<file path="config.mk">
export PLATFORM = sky130hd
export DESIGN_NAME = system_clock_mode_control
export DESIGN_NICKNAME = d
export VERILOG_FILES = /design/src/hdl/clk_mode_pkg.sv /design/src/hdl/mode_ctrl_if.sv /design/src/hdl/osc_ready_flag.sv /design/src/hdl/halt_mode_fsm.sv /design/src/hdl/system_clock_mode_control.sv
export SDC_FILE = /design/constraint.sdc
export NUM_CORES = 1
export LEC_CHECK = 0
export ABC_AREA = 1
export ABC_CLOCK_PERIOD_IN_PS = 2900
export BUFFER_PORTS_ARGS = -buffer_cell sky130_fd_sc_hd__buf_2
export CORE_UTILIZATION = 50
export CTS_CLUSTER_SIZE = 28
export DETAILED_ROUTE_END_ITERATION = 7
export PLACE_DENSITY = 0.82
export SLEW_MARGIN = 20
export SYNTH_ARGS = -nofsm -noshare
export SYNTH_HDL_FRONTEND = slang
export SYNTH_SLANG_ARGS = --single-unit
</file>
<file path="constraint.sdc">
create_clock -name I_CLK_SYS -period 2.9 [get_ports I_CLK_SYS]
set_clock_uncertainty 0.15 [all_clocks]
set_input_delay 0 -clock I_CLK_SYS [delete_from_list [all_inputs] [get_ports I_CLK_SYS]]
set_output_delay 0 -clock I_CLK_SYS [all_outputs]
set_load 0.05 [all_outputs]
</file>
<file path="src/hdl/clk_mode_pkg.sv">
// constants and types for the system clock mode control block
package clk_mode_pkg;

    // ------------------------------------------------------------------
    // register map
    // ------------------------------------------------------------------
    localparam logic [7:0] ADDR_MODE_CTRL   = 8'h00;
    localparam logic [7:0] ADDR_IDLE_CTRL   = 8'h04;
    localparam logic [7:0] ADDR_MODE_STATUS = 8'h08;
    localparam int         ADDR_W           = 8;
    localparam int         DATA_W           = 32;

    // ------------------------------------------------------------------
    // mode control and idle control field layout
    // ------------------------------------------------------------------
    localparam int DIV_SEL_LSB    = 5;
    localparam int DIV_SEL_MSB    = 7;
    localparam int LOW_RDY_BIT    = 3;
    localparam int HIGH_RDY_BIT   = 2;
    localparam int IDLE_SEL_BIT   = 1;
    localparam int FAST_SEL_BIT   = 0;
    localparam int KEEP_BIT       = 0;

    // ------------------------------------------------------------------
    // reset values
    // ------------------------------------------------------------------
    localparam logic [2:0] RST_DIV_SEL  = 3'h0;
    localparam logic       RST_IDLE_SEL = 1'b0;
    localparam logic       RST_FAST_SEL = 1'b1;
    localparam logic       RST_KEEP     = 1'b0;

    // divider codes that pick the low speed oscillator
    localparam logic [2:0] DIV_LOW_A = 3'h0;
    localparam logic [2:0] DIV_LOW_B = 3'h1;

    // ------------------------------------------------------------------
    // timing counts
    // ------------------------------------------------------------------
    localparam int CNT_W           = 5;
    localparam int HIGH_RDY_CYCLES = 15;
    localparam int LOW_RDY_CYCLES  = 1;

    // ------------------------------------------------------------------
    // bus responses
    // ------------------------------------------------------------------
    localparam logic [1:0] RESP_OKAY   = 2'h0;
    localparam logic [1:0] RESP_SLVERR = 2'h2;

    // ------------------------------------------------------------------
    // operating modes
    // ------------------------------------------------------------------
    typedef enum logic [2:0] {
        MODE_NORMAL    = 3'b000,
        MODE_SLOW      = 3'b001,
        MODE_SLEEP     = 3'b010,
        MODE_IDLE_STOP = 3'b011,
        MODE_IDLE_KEEP = 3'b100
    } op_mode_t;

endpackage

</file>
<file path="src/hdl/mode_ctrl_if.sv">
// carrier between register logic and the halt mode state machine
`timescale 1ns/100ps
`default_nettype none
interface mode_ctrl_if;
    import clk_mode_pkg::*;
    logic     halt;
    logic     wake;
    logic     halt_idle_select;
    logic     sysclk_keep_in_idle;
    logic     slow_select;
    op_mode_t mode;

    modport ctrl (output halt, output wake, output halt_idle_select,
                  output sysclk_keep_in_idle, output slow_select, input mode);
    modport fsm  (input halt, input wake, input halt_idle_select,
                  input sysclk_keep_in_idle, input slow_select, output mode);
endinterface
`default_nettype wire

</file>
<file path="src/hdl/osc_ready_flag.sv">
// oscillator ready flag with stabilisation counter
`timescale 1ns/100ps
`default_nettype none
module osc_ready_flag #(
    parameter int DELAY = 1
) (
    input  wire logic i_clk,
    input  wire logic i_rst,
    input  wire logic i_ce,
    input  wire logic i_stable,
    input  wire logic i_stop,
    output logic      o_ready
);
    import clk_mode_pkg::*;

    typedef struct packed {
        logic [CNT_W-1:0] cnt;
        logic             ready;
    } flag_state_t;

    flag_state_t st;
    flag_state_t next_st;

    localparam logic [CNT_W-1:0] LAST = CNT_W'(DELAY - 1);

    always_comb begin
        next_st = st;
        if (i_stop || !i_stable) begin
            next_st.cnt   = '0;
            next_st.ready = 1'b0;
        end else if (!st.ready) begin
            if (st.cnt == LAST) begin
                next_st.ready = 1'b1;
            end else begin
                next_st.cnt = st.cnt + CNT_W'(1);
            end
        end
    end

    always_ff @(posedge i_clk) begin
        if (i_rst) begin
            st <= '0;
        end else if (i_ce) begin
            st <= next_st;
        end
    end

    assign o_ready = st.ready;
endmodule
`default_nettype wire

</file>
<file path="src/hdl/halt_mode_fsm.sv">
// operating mode state machine driven by halt and wake-up
`timescale 1ns/100ps
`default_nettype none
module halt_mode_fsm (
    input  wire logic  i_clk,
    input  wire logic  i_rst,
    input  wire logic  i_ce,
    mode_ctrl_if.fsm   bus
);
    import clk_mode_pkg::*;

    typedef struct packed {
        op_mode_t mode;
    } fsm_state_t;

    fsm_state_t st;
    fsm_state_t next_st;

    always_comb begin
        next_st = st;
        case (st.mode)
            MODE_NORMAL, MODE_SLOW: begin
                if (bus.halt) begin
                    if (!bus.halt_idle_select) begin
                        next_st.mode = MODE_SLEEP;
                    end else if (bus.sysclk_keep_in_idle) begin
                        next_st.mode = MODE_IDLE_KEEP;
                    end else begin
                        next_st.mode = MODE_IDLE_STOP;
                    end
                end else begin
                    next_st.mode = bus.slow_select ? MODE_SLOW : MODE_NORMAL;
                end
            end
            MODE_SLEEP, MODE_IDLE_STOP, MODE_IDLE_KEEP: begin
                if (bus.wake) begin
                    next_st.mode = bus.slow_select ? MODE_SLOW : MODE_NORMAL;
                end
            end
            default: begin
                next_st.mode = MODE_NORMAL;
            end
        endcase
    end

    always_ff @(posedge i_clk) begin
        if (i_rst) begin
            st.mode <= MODE_NORMAL;
        end else if (i_ce) begin
            st <= next_st;
        end
    end

    assign bus.mode = st.mode;
endmodule
`default_nettype wire

</file>
<file path="src/hdl/system_clock_mode_control.sv">
// system clock mode control: mode register, ready flags, halt modes
//
// Our own choices: the AXI4-Lite interface to the registers and the register addresses.
`timescale 1ns/100ps
`default_nettype none
module system_clock_mode_control (
    input  wire logic                          I_CLK_SYS,
    input  wire logic                          I_RST,
    input  wire logic                          I_CE,
    // cpu events and oscillator status
    input  wire logic                          I_HALT,
    input  wire logic                          I_WAKE,
    input  wire logic                          I_LOW_OSC_STABLE,
    input  wire logic                          I_HIGH_OSC_STABLE,
    // axi4-lite slave
    input  wire logic [clk_mode_pkg::ADDR_W-1:0] I_AWADDR,
    input  wire logic                          I_AWVALID,
    output logic                               O_AWREADY,
    input  wire logic [clk_mode_pkg::DATA_W-1:0] I_WDATA,
    input  wire logic [3:0]                    I_WSTRB,
    input  wire logic                          I_WVALID,
    output logic                               O_WREADY,
    output logic [1:0]                         O_BRESP,
    output logic                               O_BVALID,
    input  wire logic                          I_BREADY,
    input  wire logic [clk_mode_pkg::ADDR_W-1:0] I_ARADDR,
    input  wire logic                          I_ARVALID,
    output logic                               O_ARREADY,
    output logic [clk_mode_pkg::DATA_W-1:0]    O_RDATA,
    output logic [1:0]                         O_RRESP,
    output logic                               O_RVALID,
    input  wire logic                          I_RREADY,
    // clock control outputs
    output logic                               O_CPU_CLK_EN,
    output logic                               O_SYSCLK_EN,
    output logic                               O_FAST_CLOCK_SELECT,
    output logic [2:0]                         O_CLOCK_DIVIDER_SELECT,
    output logic [2:0]                         O_MODE
);
    import clk_mode_pkg::*;

    // ------------------------------------------------------------------
    // state
    // ------------------------------------------------------------------
    typedef struct packed {
        logic              awready;
        logic              wready;
        logic              aw_held;
        logic              w_held;
        logic [ADDR_W-1:0] waddr;
        logic [7:0]        wbyte;
        logic              wlane;
        logic              bvalid;
        logic [1:0]        bresp;
        logic              arready;
        logic              rvalid;
        logic [DATA_W-1:0] rdata;
        logic [1:0]        rresp;
        logic [2:0]        clock_divider_select;
        logic              halt_idle_select;
        logic              fast_clock_select;
        logic              sysclk_keep_in_idle;
        logic              cpu_clk_en;
        logic              sysclk_en;
        logic [2:0]        mode;
    } top_state_t;

    top_state_t st;
    top_state_t next_st;

    logic low_osc_ready_flag;
    logic high_osc_ready_flag;
    logic high_stop;

    mode_ctrl_if mc ();

    // ------------------------------------------------------------------
    // submodules
    // ------------------------------------------------------------------
    halt_mode_fsm u_fsm (
        .i_clk (I_CLK_SYS),
        .i_rst (I_RST),
        .i_ce  (I_CE),
        .bus   (mc.fsm)
    );

    osc_ready_flag #(
        .DELAY (LOW_RDY_CYCLES)
    ) u_low_rdy (
        .i_clk    (I_CLK_SYS),
        .i_rst    (I_RST),
        .i_ce     (I_CE),
        .i_stable (I_LOW_OSC_STABLE),
        .i_stop   (1'b0),
        .o_ready  (low_osc_ready_flag)
    );

    // high oscillator is stopped in sleep and the fully stopped idle
    assign high_stop = (mc.mode == MODE_SLEEP) || (mc.mode == MODE_IDLE_STOP);

    osc_ready_flag #(
        .DELAY (HIGH_RDY_CYCLES)
    ) u_high_rdy (
        .i_clk    (I_CLK_SYS),
        .i_rst    (I_RST),
        .i_ce     (I_CE),
        .i_stable (I_HIGH_OSC_STABLE),
        .i_stop   (high_stop),
        .o_ready  (high_osc_ready_flag)
    );

    // ------------------------------------------------------------------
    // mode carrier
    // ------------------------------------------------------------------
    assign mc.halt                = I_HALT;
    assign mc.wake                = I_WAKE;
    assign mc.halt_idle_select    = st.halt_idle_select;
    assign mc.sysclk_keep_in_idle = st.sysclk_keep_in_idle;
    assign mc.slow_select         = !st.fast_clock_select &&
                                    ((st.clock_divider_select == DIV_LOW_A) ||
                                     (st.clock_divider_select == DIV_LOW_B));

    // ------------------------------------------------------------------
    // register read mux
    // ------------------------------------------------------------------
    function automatic logic [DATA_W-1:0] read_word(
        input logic [ADDR_W-1:0] addr,
        input top_state_t        s,
        input logic              low_rdy,
        input logic              high_rdy
    );
        logic [DATA_W-1:0] w;
        w = '0;
        case (addr)
            ADDR_MODE_CTRL: begin
                w[DIV_SEL_MSB:DIV_SEL_LSB] = s.clock_divider_select;
                w[LOW_RDY_BIT]             = low_rdy;
                w[HIGH_RDY_BIT]            = high_rdy;
                w[IDLE_SEL_BIT]            = s.halt_idle_select;
                w[FAST_SEL_BIT]            = s.fast_clock_select;
            end
            ADDR_IDLE_CTRL: begin
                w[KEEP_BIT] = s.sysclk_keep_in_idle;
            end
            ADDR_MODE_STATUS: begin
                w[2:0] = s.mode;
            end
            default: begin
                w = '0;
            end
        endcase
        return w;
    endfunction

    function automatic logic addr_ok(input logic [ADDR_W-1:0] addr);
        return (addr == ADDR_MODE_CTRL) || (addr == ADDR_IDLE_CTRL) ||
               (addr == ADDR_MODE_STATUS);
    endfunction

    // ------------------------------------------------------------------
    // next state
    // ------------------------------------------------------------------
    always_comb begin
        next_st = st;

        // write address and data are taken in either order
        if (st.awready && I_AWVALID) begin
            next_st.aw_held = 1'b1;
            next_st.waddr   = I_AWADDR;
        end
        if (st.wready && I_WVALID) begin
            next_st.w_held = 1'b1;
            next_st.wbyte  = I_WDATA[7:0];
            next_st.wlane  = I_WSTRB[0];
        end

        // commit once both halves are held
        if (st.aw_held && st.w_held && !st.bvalid) begin
            next_st.aw_held = 1'b0;
            next_st.w_held  = 1'b0;
            next_st.bvalid  = 1'b1;
            next_st.bresp   = addr_ok(st.waddr) ? RESP_OKAY : RESP_SLVERR;
            if (st.wlane) begin
                case (st.waddr)
                    ADDR_MODE_CTRL: begin
                        next_st.clock_divider_select =
                            st.wbyte[DIV_SEL_MSB:DIV_SEL_LSB];
                        next_st.halt_idle_select  = st.wbyte[IDLE_SEL_BIT];
                        next_st.fast_clock_select = st.wbyte[FAST_SEL_BIT];
                        // ready flag bits are not stored
                    end
                    ADDR_IDLE_CTRL: begin
                        next_st.sysclk_keep_in_idle = st.wbyte[KEEP_BIT];
                    end
                    default: begin
                        next_st.w_held = 1'b0;
                    end
                endcase
            end
        end
        if (st.bvalid && I_BREADY) begin
            next_st.bvalid = 1'b0;
        end
        next_st.awready = !next_st.aw_held && !next_st.bvalid;
        next_st.wready  = !next_st.w_held && !next_st.bvalid;

        // read channel
        if (st.arready && I_ARVALID) begin
            next_st.rvalid = 1'b1;
            next_st.rdata  = read_word(I_ARADDR, st, low_osc_ready_flag,
                                       high_osc_ready_flag);
            next_st.rresp  = addr_ok(I_ARADDR) ? RESP_OKAY : RESP_SLVERR;
        end
        if (st.rvalid && I_RREADY) begin
            next_st.rvalid = 1'b0;
        end
        next_st.arready = !next_st.rvalid;

        // clock enables follow the operating mode
        case (mc.mode)
            MODE_NORMAL, MODE_SLOW: begin
                next_st.cpu_clk_en = 1'b1;
                next_st.sysclk_en  = 1'b1;
            end
            MODE_IDLE_KEEP: begin
                next_st.cpu_clk_en = 1'b0;
                next_st.sysclk_en  = 1'b1;
            end
            MODE_IDLE_STOP, MODE_SLEEP: begin
                next_st.cpu_clk_en = 1'b0;
                next_st.sysclk_en  = 1'b0;
            end
            default: begin
                next_st.cpu_clk_en = 1'b1;
                next_st.sysclk_en  = 1'b1;
            end
        endcase
        next_st.mode = mc.mode;
    end

    // ------------------------------------------------------------------
    // registers
    // ------------------------------------------------------------------
    always_ff @(posedge I_CLK_SYS) begin
        if (I_RST) begin
            st                      <= '0;
            st.awready              <= 1'b1;
            st.wready               <= 1'b1;
            st.arready              <= 1'b1;
            st.bresp                <= RESP_OKAY;
            st.rresp                <= RESP_OKAY;
            st.clock_divider_select <= RST_DIV_SEL;
            st.halt_idle_select     <= RST_IDLE_SEL;
            st.fast_clock_select    <= RST_FAST_SEL;
            st.sysclk_keep_in_idle  <= RST_KEEP;
            st.cpu_clk_en           <= 1'b1;
            st.sysclk_en            <= 1'b1;
            st.mode                 <= MODE_NORMAL;
        end else if (I_CE) begin
            st <= next_st;
        end
    end

    // ------------------------------------------------------------------
    // outputs
    // ------------------------------------------------------------------
    assign O_AWREADY              = st.awready;
    assign O_WREADY               = st.wready;
    assign O_BVALID               = st.bvalid;
    assign O_BRESP                = st.bresp;
    assign O_ARREADY              = st.arready;
    assign O_RVALID               = st.rvalid;
    assign O_RDATA                = st.rdata;
    assign O_RRESP                = st.rresp;
    assign O_CPU_CLK_EN           = st.cpu_clk_en;
    assign O_SYSCLK_EN            = st.sysclk_en;
    assign O_FAST_CLOCK_SELECT    = st.fast_clock_select;
    assign O_CLOCK_DIVIDER_SELECT = st.clock_divider_select;
    assign O_MODE                 = st.mode;

endmodule
`default_nettype wire

</file>
======== Word-level counts from Yosys, hierarchy flattened ========
Index checks and enable logic that the tools add are counted.
word-level totals
  output and inout port bits .............. 50
  bits in registers ....................... 61
  bits of input ports ..................... 64
  logic and storage cells ................. 111
operators by class
  equality and inequality tests ........... 15
  add/sub/neg operators ................... 2
  multiplexer cells ....................... 28
  reduce and logical (&&, ||, !) cells .... 41
operator list
  kind                 number
  $mux 35              1
  $mux 6               4
  $mux 3               6
  $eq 8x3->1 const B   2
  $eq 8x4->1 const B   2
  $logic_not 8->1      2
  $add 5x1->5 const B  2
  $logic_and 1x1->1    10
  $mux 5               2
  $reduce_and 2->1     5
  $mux 1               8
  $ne 2x2->1 const B   4
  $pmux 2 s2           2
  $reduce_and 4->1     2
  $logic_not 1->1      7
  $logic_or 1x1->1     7
  $eq 3x1->1 const B   2
  $eq 3x2->1 const B   2
  $logic_not 3->1      2
  $mux 2               3
  $pmux 3 s2           1
  $reduce_and 3->1     2
  $eq 5x4->1 const B   1
  $logic_not 5->1      1
  5 further kinds      6

======== Depth between registers and ports, before layout ========
  depth in word-level cells ............... 8
  gate-level depth with buffers ........... 9
  gate-level depth less buffers ........... 9

======== Cells and area by module ========
From an unflattened synthesis, not the netlist that was laid out.
unflattened totals
  cell total of the unflattened synthesis .. 429
  area total of the unflattened synthesis .. 3057.9 sq um
modules (own cells, without submodules)
  module                       seq. area each (sq um)  cells each  times used  area each (sq um)
  system_clock_mode_control    820.8                   276         1           2049.5
  osc_ready_flag (u_high_rdy)  120.1                   60          1           400.4
  osc_ready_flag (u_low_rdy)   120.1                   59          1           400.4
  halt_mode_fsm                60.1                    34          1           207.7

======== Worst setup path before layout ========
Ideal clock, no wire load.
  path type ............................... register to register
  start ................................... reg st, in the netlist O_AWREADY
  end ..................................... reg st[65] in the netlist's numbering
  buffers on the path ..................... 1
  arrival ................................. 1.299 ns
  required time ........................... 2.631 ns
  slack ................................... 1.331 ns
  cell stages (with the launch flop) ...... 5
  period minus slack after synthesis ...... 1.569 ns
  library setup time ...................... 0.119 ns
  path through ............................ dfxtp_1 > nand3_1 > buf_2 > o21ai_0 > a21oi_1
on the way
  cells in the longest elaborated chain, start to end .. 2
RTL lines
  element                            line                              text
  start: declaration                 system_clock_mode_control.sv:68   top_state_t st;
  start signal: assignment           system_clock_mode_control.sv:260  st <= next_st;
  $logic_and 1x1->1                  system_clock_mode_control.sv:167  if (st.awready && I_AWVALID) begin
  $reduce_and 2->1 (no source line)  -
Every way passes these cells.
A chain may end at the register's enable or synchronous reset.

==> run metrics <==
status=complete, no violations; RR Endpoint=O_RVALID$_SDFFE_PP0P_; Max FO, Critical Path=18; Least-Margin Pin Slew=0.608 ns; crit path capture=O_RVALID$_SDFFE_PP0P_; r2r setup slk=around 0.82 ns; post-place instance area=2970 µm²; Seq/Total Area, Yosys=0.392; Startpoint Class=input pin; setup violators final=0; global placement routability congestion=between 0.8 and 0.9; Post-synth ARST share=0; Syn. warnings=0; RSZ-0062 raised after global routing=no; post-DP HPWL=slightly above 4 mm; FMAX=0.412 GHz; period utilisation layout=0.838; Hold Crit Class=input pin to flop; worst reg2reg path startpoint=O_ARREADY$_SDFFE_PP1P_; first-pass GRT wire length=9.69 mm; fin area=approximately 3400 µm²; Synth Cell Area=between 2000 and 3000 µm²; Rel. slew slack=0.594; Clk Latency, worst-skew pair=roughly 0.31 ns; post-cts sizing count=0; ratio of total power to cell area=488 nW/µm²; CP Class=input pin to flop; Total GRT Usage=0.203; grt ovf=0; Yosys reg bits=56; CTS buffer count=5; Initial Util=0.520; Routed wire per std cell=between 10 and 15 µm; max-slew violations=0; row cnt=27; CTS tree=done; Mapped Cells=399; Avg Cell Area, Syn=slightly above 7 µm²; Final Non-Filler Cells=roughly 540; DR pass1 iterations=4; antenna violations before repair=0; Sink Count=56; DP Worst Slack=1.29 ns; Reg clk slew, reported paths=0.10 ns; post-route ant nets=0; maximum VDD drop=between 0.0003 and 0.0004 V; final net count=536; Cell variety after synth=31; H-tree Lvls=2; WP data required=between 3 and 4 ns; die span in x=roughly 78 µm; Root Driver=clkbuf_8; crit path setup slack, layout=about 0.47 ns; leak pwr=approximately 1.6 nW; die height=~78 µm; largest net degree at the start of global routing=26; clk buf depth=2; core area=roughly 5500 µm²; share of post-route cells with drive strength above 1=0.160; Synth-to-Final Area Change=18.0%; Inst Count DP=between 500 and 600; initial DRC count=111; crit path DAT=2.54 ns; Vias/cell=around 4.8; Final Hold Viols=0; crit end category=flop; routed wire length=between 5 and 6 mm; maxcap violations=0; Tmin final=about 2.4 ns; Top FF cell, synth=dfxtp_1; setup TNS=0 ns; PortBufs=56; fill count=roughly 520; I/O pins=~110; DRC violations left=0; worst setup path start=I_CE; # diodes=0; number of global-route vias before repair=2328; via count=2592; Post-synth EDFFs=0; R2R depth=6; die area=roughly 6000 µm²
==> synthesized netlist by cell type, types with 2 or more instances <==
cell | n | area (µm²)
a211oi_1 | 3 | 22.5
a21oi_1 | 39 | 195
a22oi_1 | 2 | 15.0
buf_2 | 4 | 20.0
buf_4 | 43 | 323
clkbuf_1 | 4 | 15.0
dfxtp_1 | 56 | 1120
ha_1 | 4 | 50.1
inv_1 | 55 | 206
nand2_1 | 59 | 221
nand3_1 | 23 | 115
nand4_1 | 8 | 50.1
nor2_1 | 40 | 150
nor2_2 | 2 | 12.5
o211ai_1 | 3 | 22.5
o21ai_0 | 37 | 185
o21ai_1 | 2 | 10.0
xor2_1 | 2 | 17.5
==> cells by family (layout without fill, tap and decap cells) <==
| logic type | after synthesis | after routing | synth area share |
|---|---|---|---|
| simple gates | 137 | 137 | 0.211 |
| buf+inv | 110 | 154 | 0.207 |
| compound gates | 89 | 89 | 0.166 |
| flops | 56 | 56 | 0.392 |
| fa+ha+maj | 4 | 4 | 0.0175 |
| xor+xnor | 2 | 2 | 0.00612 |
| other cells | 1 | 27 | 0.00131 |
==> power breakdown <==
| group | switching (mW) | total [mW] | internal (mW) |
|---|---|---|---|
| Clock | 0.253 | 0.447 | 0.195 |
| Combinational | 0.257 | 0.362 | 0.105 |
| Sequential | 0.0272 | 0.838 | 0.811 |
==> flip-flops by register name, summed over array words and instances (netlist names), 3 cells and up <==
signal,flops
st,16
O_RDATA,7
O_CLOCK_DIVIDER_SELECT,3
u_high_rdy.st,5
O_MODE,3
u_fsm.bus.mode,3
u_low_rdy.st,5
==> per-layer routing <==
| metal | GRT usage | part of all wire | up-vias |
|---|---|---|---|
| met1 | 0.230 | 0.45 | 1152 |
| met2 | 0.352 | 0.47 | 78 |
| met4 | 0.102 | 0.023 | 0 |
| met3 | 0.0482 | 0.054 | 11 |
| met5 | 0 | 0 | - |
| li1 | - | - | 1351 |
==> stage by stage <==
step | hold slack, ns | total power, mW | utilization
global route | 0.0448 | 1.72 | 0.613
detailed placement | 0.140 | 1.18 | 0.540
CTS | 0.00526 | 1.65 | 0.613
finish | 0.0168 | 1.65 | 0.613
floorplan | -0.0715 | 1.15 | -
global placement | 0.126 | 1.17 | 0.540
==> how the worst min path moves through the flow <==
stage                                   end        start  depth (start not counted)  slack [ns]
global route        O_RDATA[5]$_SDFFE_PP0P_  I_ARADDR[1]                          6        0.04
floorplan             O_BVALID$_SDFFE_PP0P_        I_RST                          1       -0.07
detailed placement      st[56]$_SDFFE_PP0P_   I_WDATA[5]                          3        0.14
global placement        st[63]$_SDFFE_PP0P_  I_AWADDR[4]                          3        0.13
CTS                 O_RDATA[6]$_SDFFE_PP0P_  I_ARADDR[1]                          6       0.005
finish              O_RDATA[5]$_SDFFE_PP0P_  I_ARADDR[1]                          6        0.02
==> timing repair <==
action / CTS / global route
endpoints found under the hold margin: 38 / 0
hold buffers: 31 / 0
buffers inserted: 0 / 0
==> final cells by class <==
cell class	count	area (µm²)	area share
inverters	57	219	0.0649
clock inverters	1	7.51	0.00222
multi-input cells	259	1250	0.369
repair buffers	89	606	0.179
clock buffers	7	86.3	0.0256
flip-flops and latches	56	1120	0.332
well taps	72	90.1	0.0267
==> critical path, cell delays in order <==
cell	delay (ns)
dlygate4sd3_1	0.52
buf_2	0.37
inv_6	0.15
a21oi_1	0.14
o21ai_0	0.10
dlygate4sd3_1	0.58
a21oi_1	0.13
dlygate4sd3_1	0.56
==> cells in the final DEF, fill, tap and decap left out, drive strengths merged <==
cell,n
nand2,60
xor2,2
nand4,8
or2,1
clkbuf,7
clkinvlp,1
ha,4
dlygate4sd3,31
a21oi,40
dfxtp,56
a211oi,3
nand3,24
o211ai,3
o21ai,40
nand3b,1
nor3,1
conb,27
nor2,42
a31oi,1
inv,57
buf,58
a22oi,2
No activity file was read; power rests on OpenSTA's default activity.
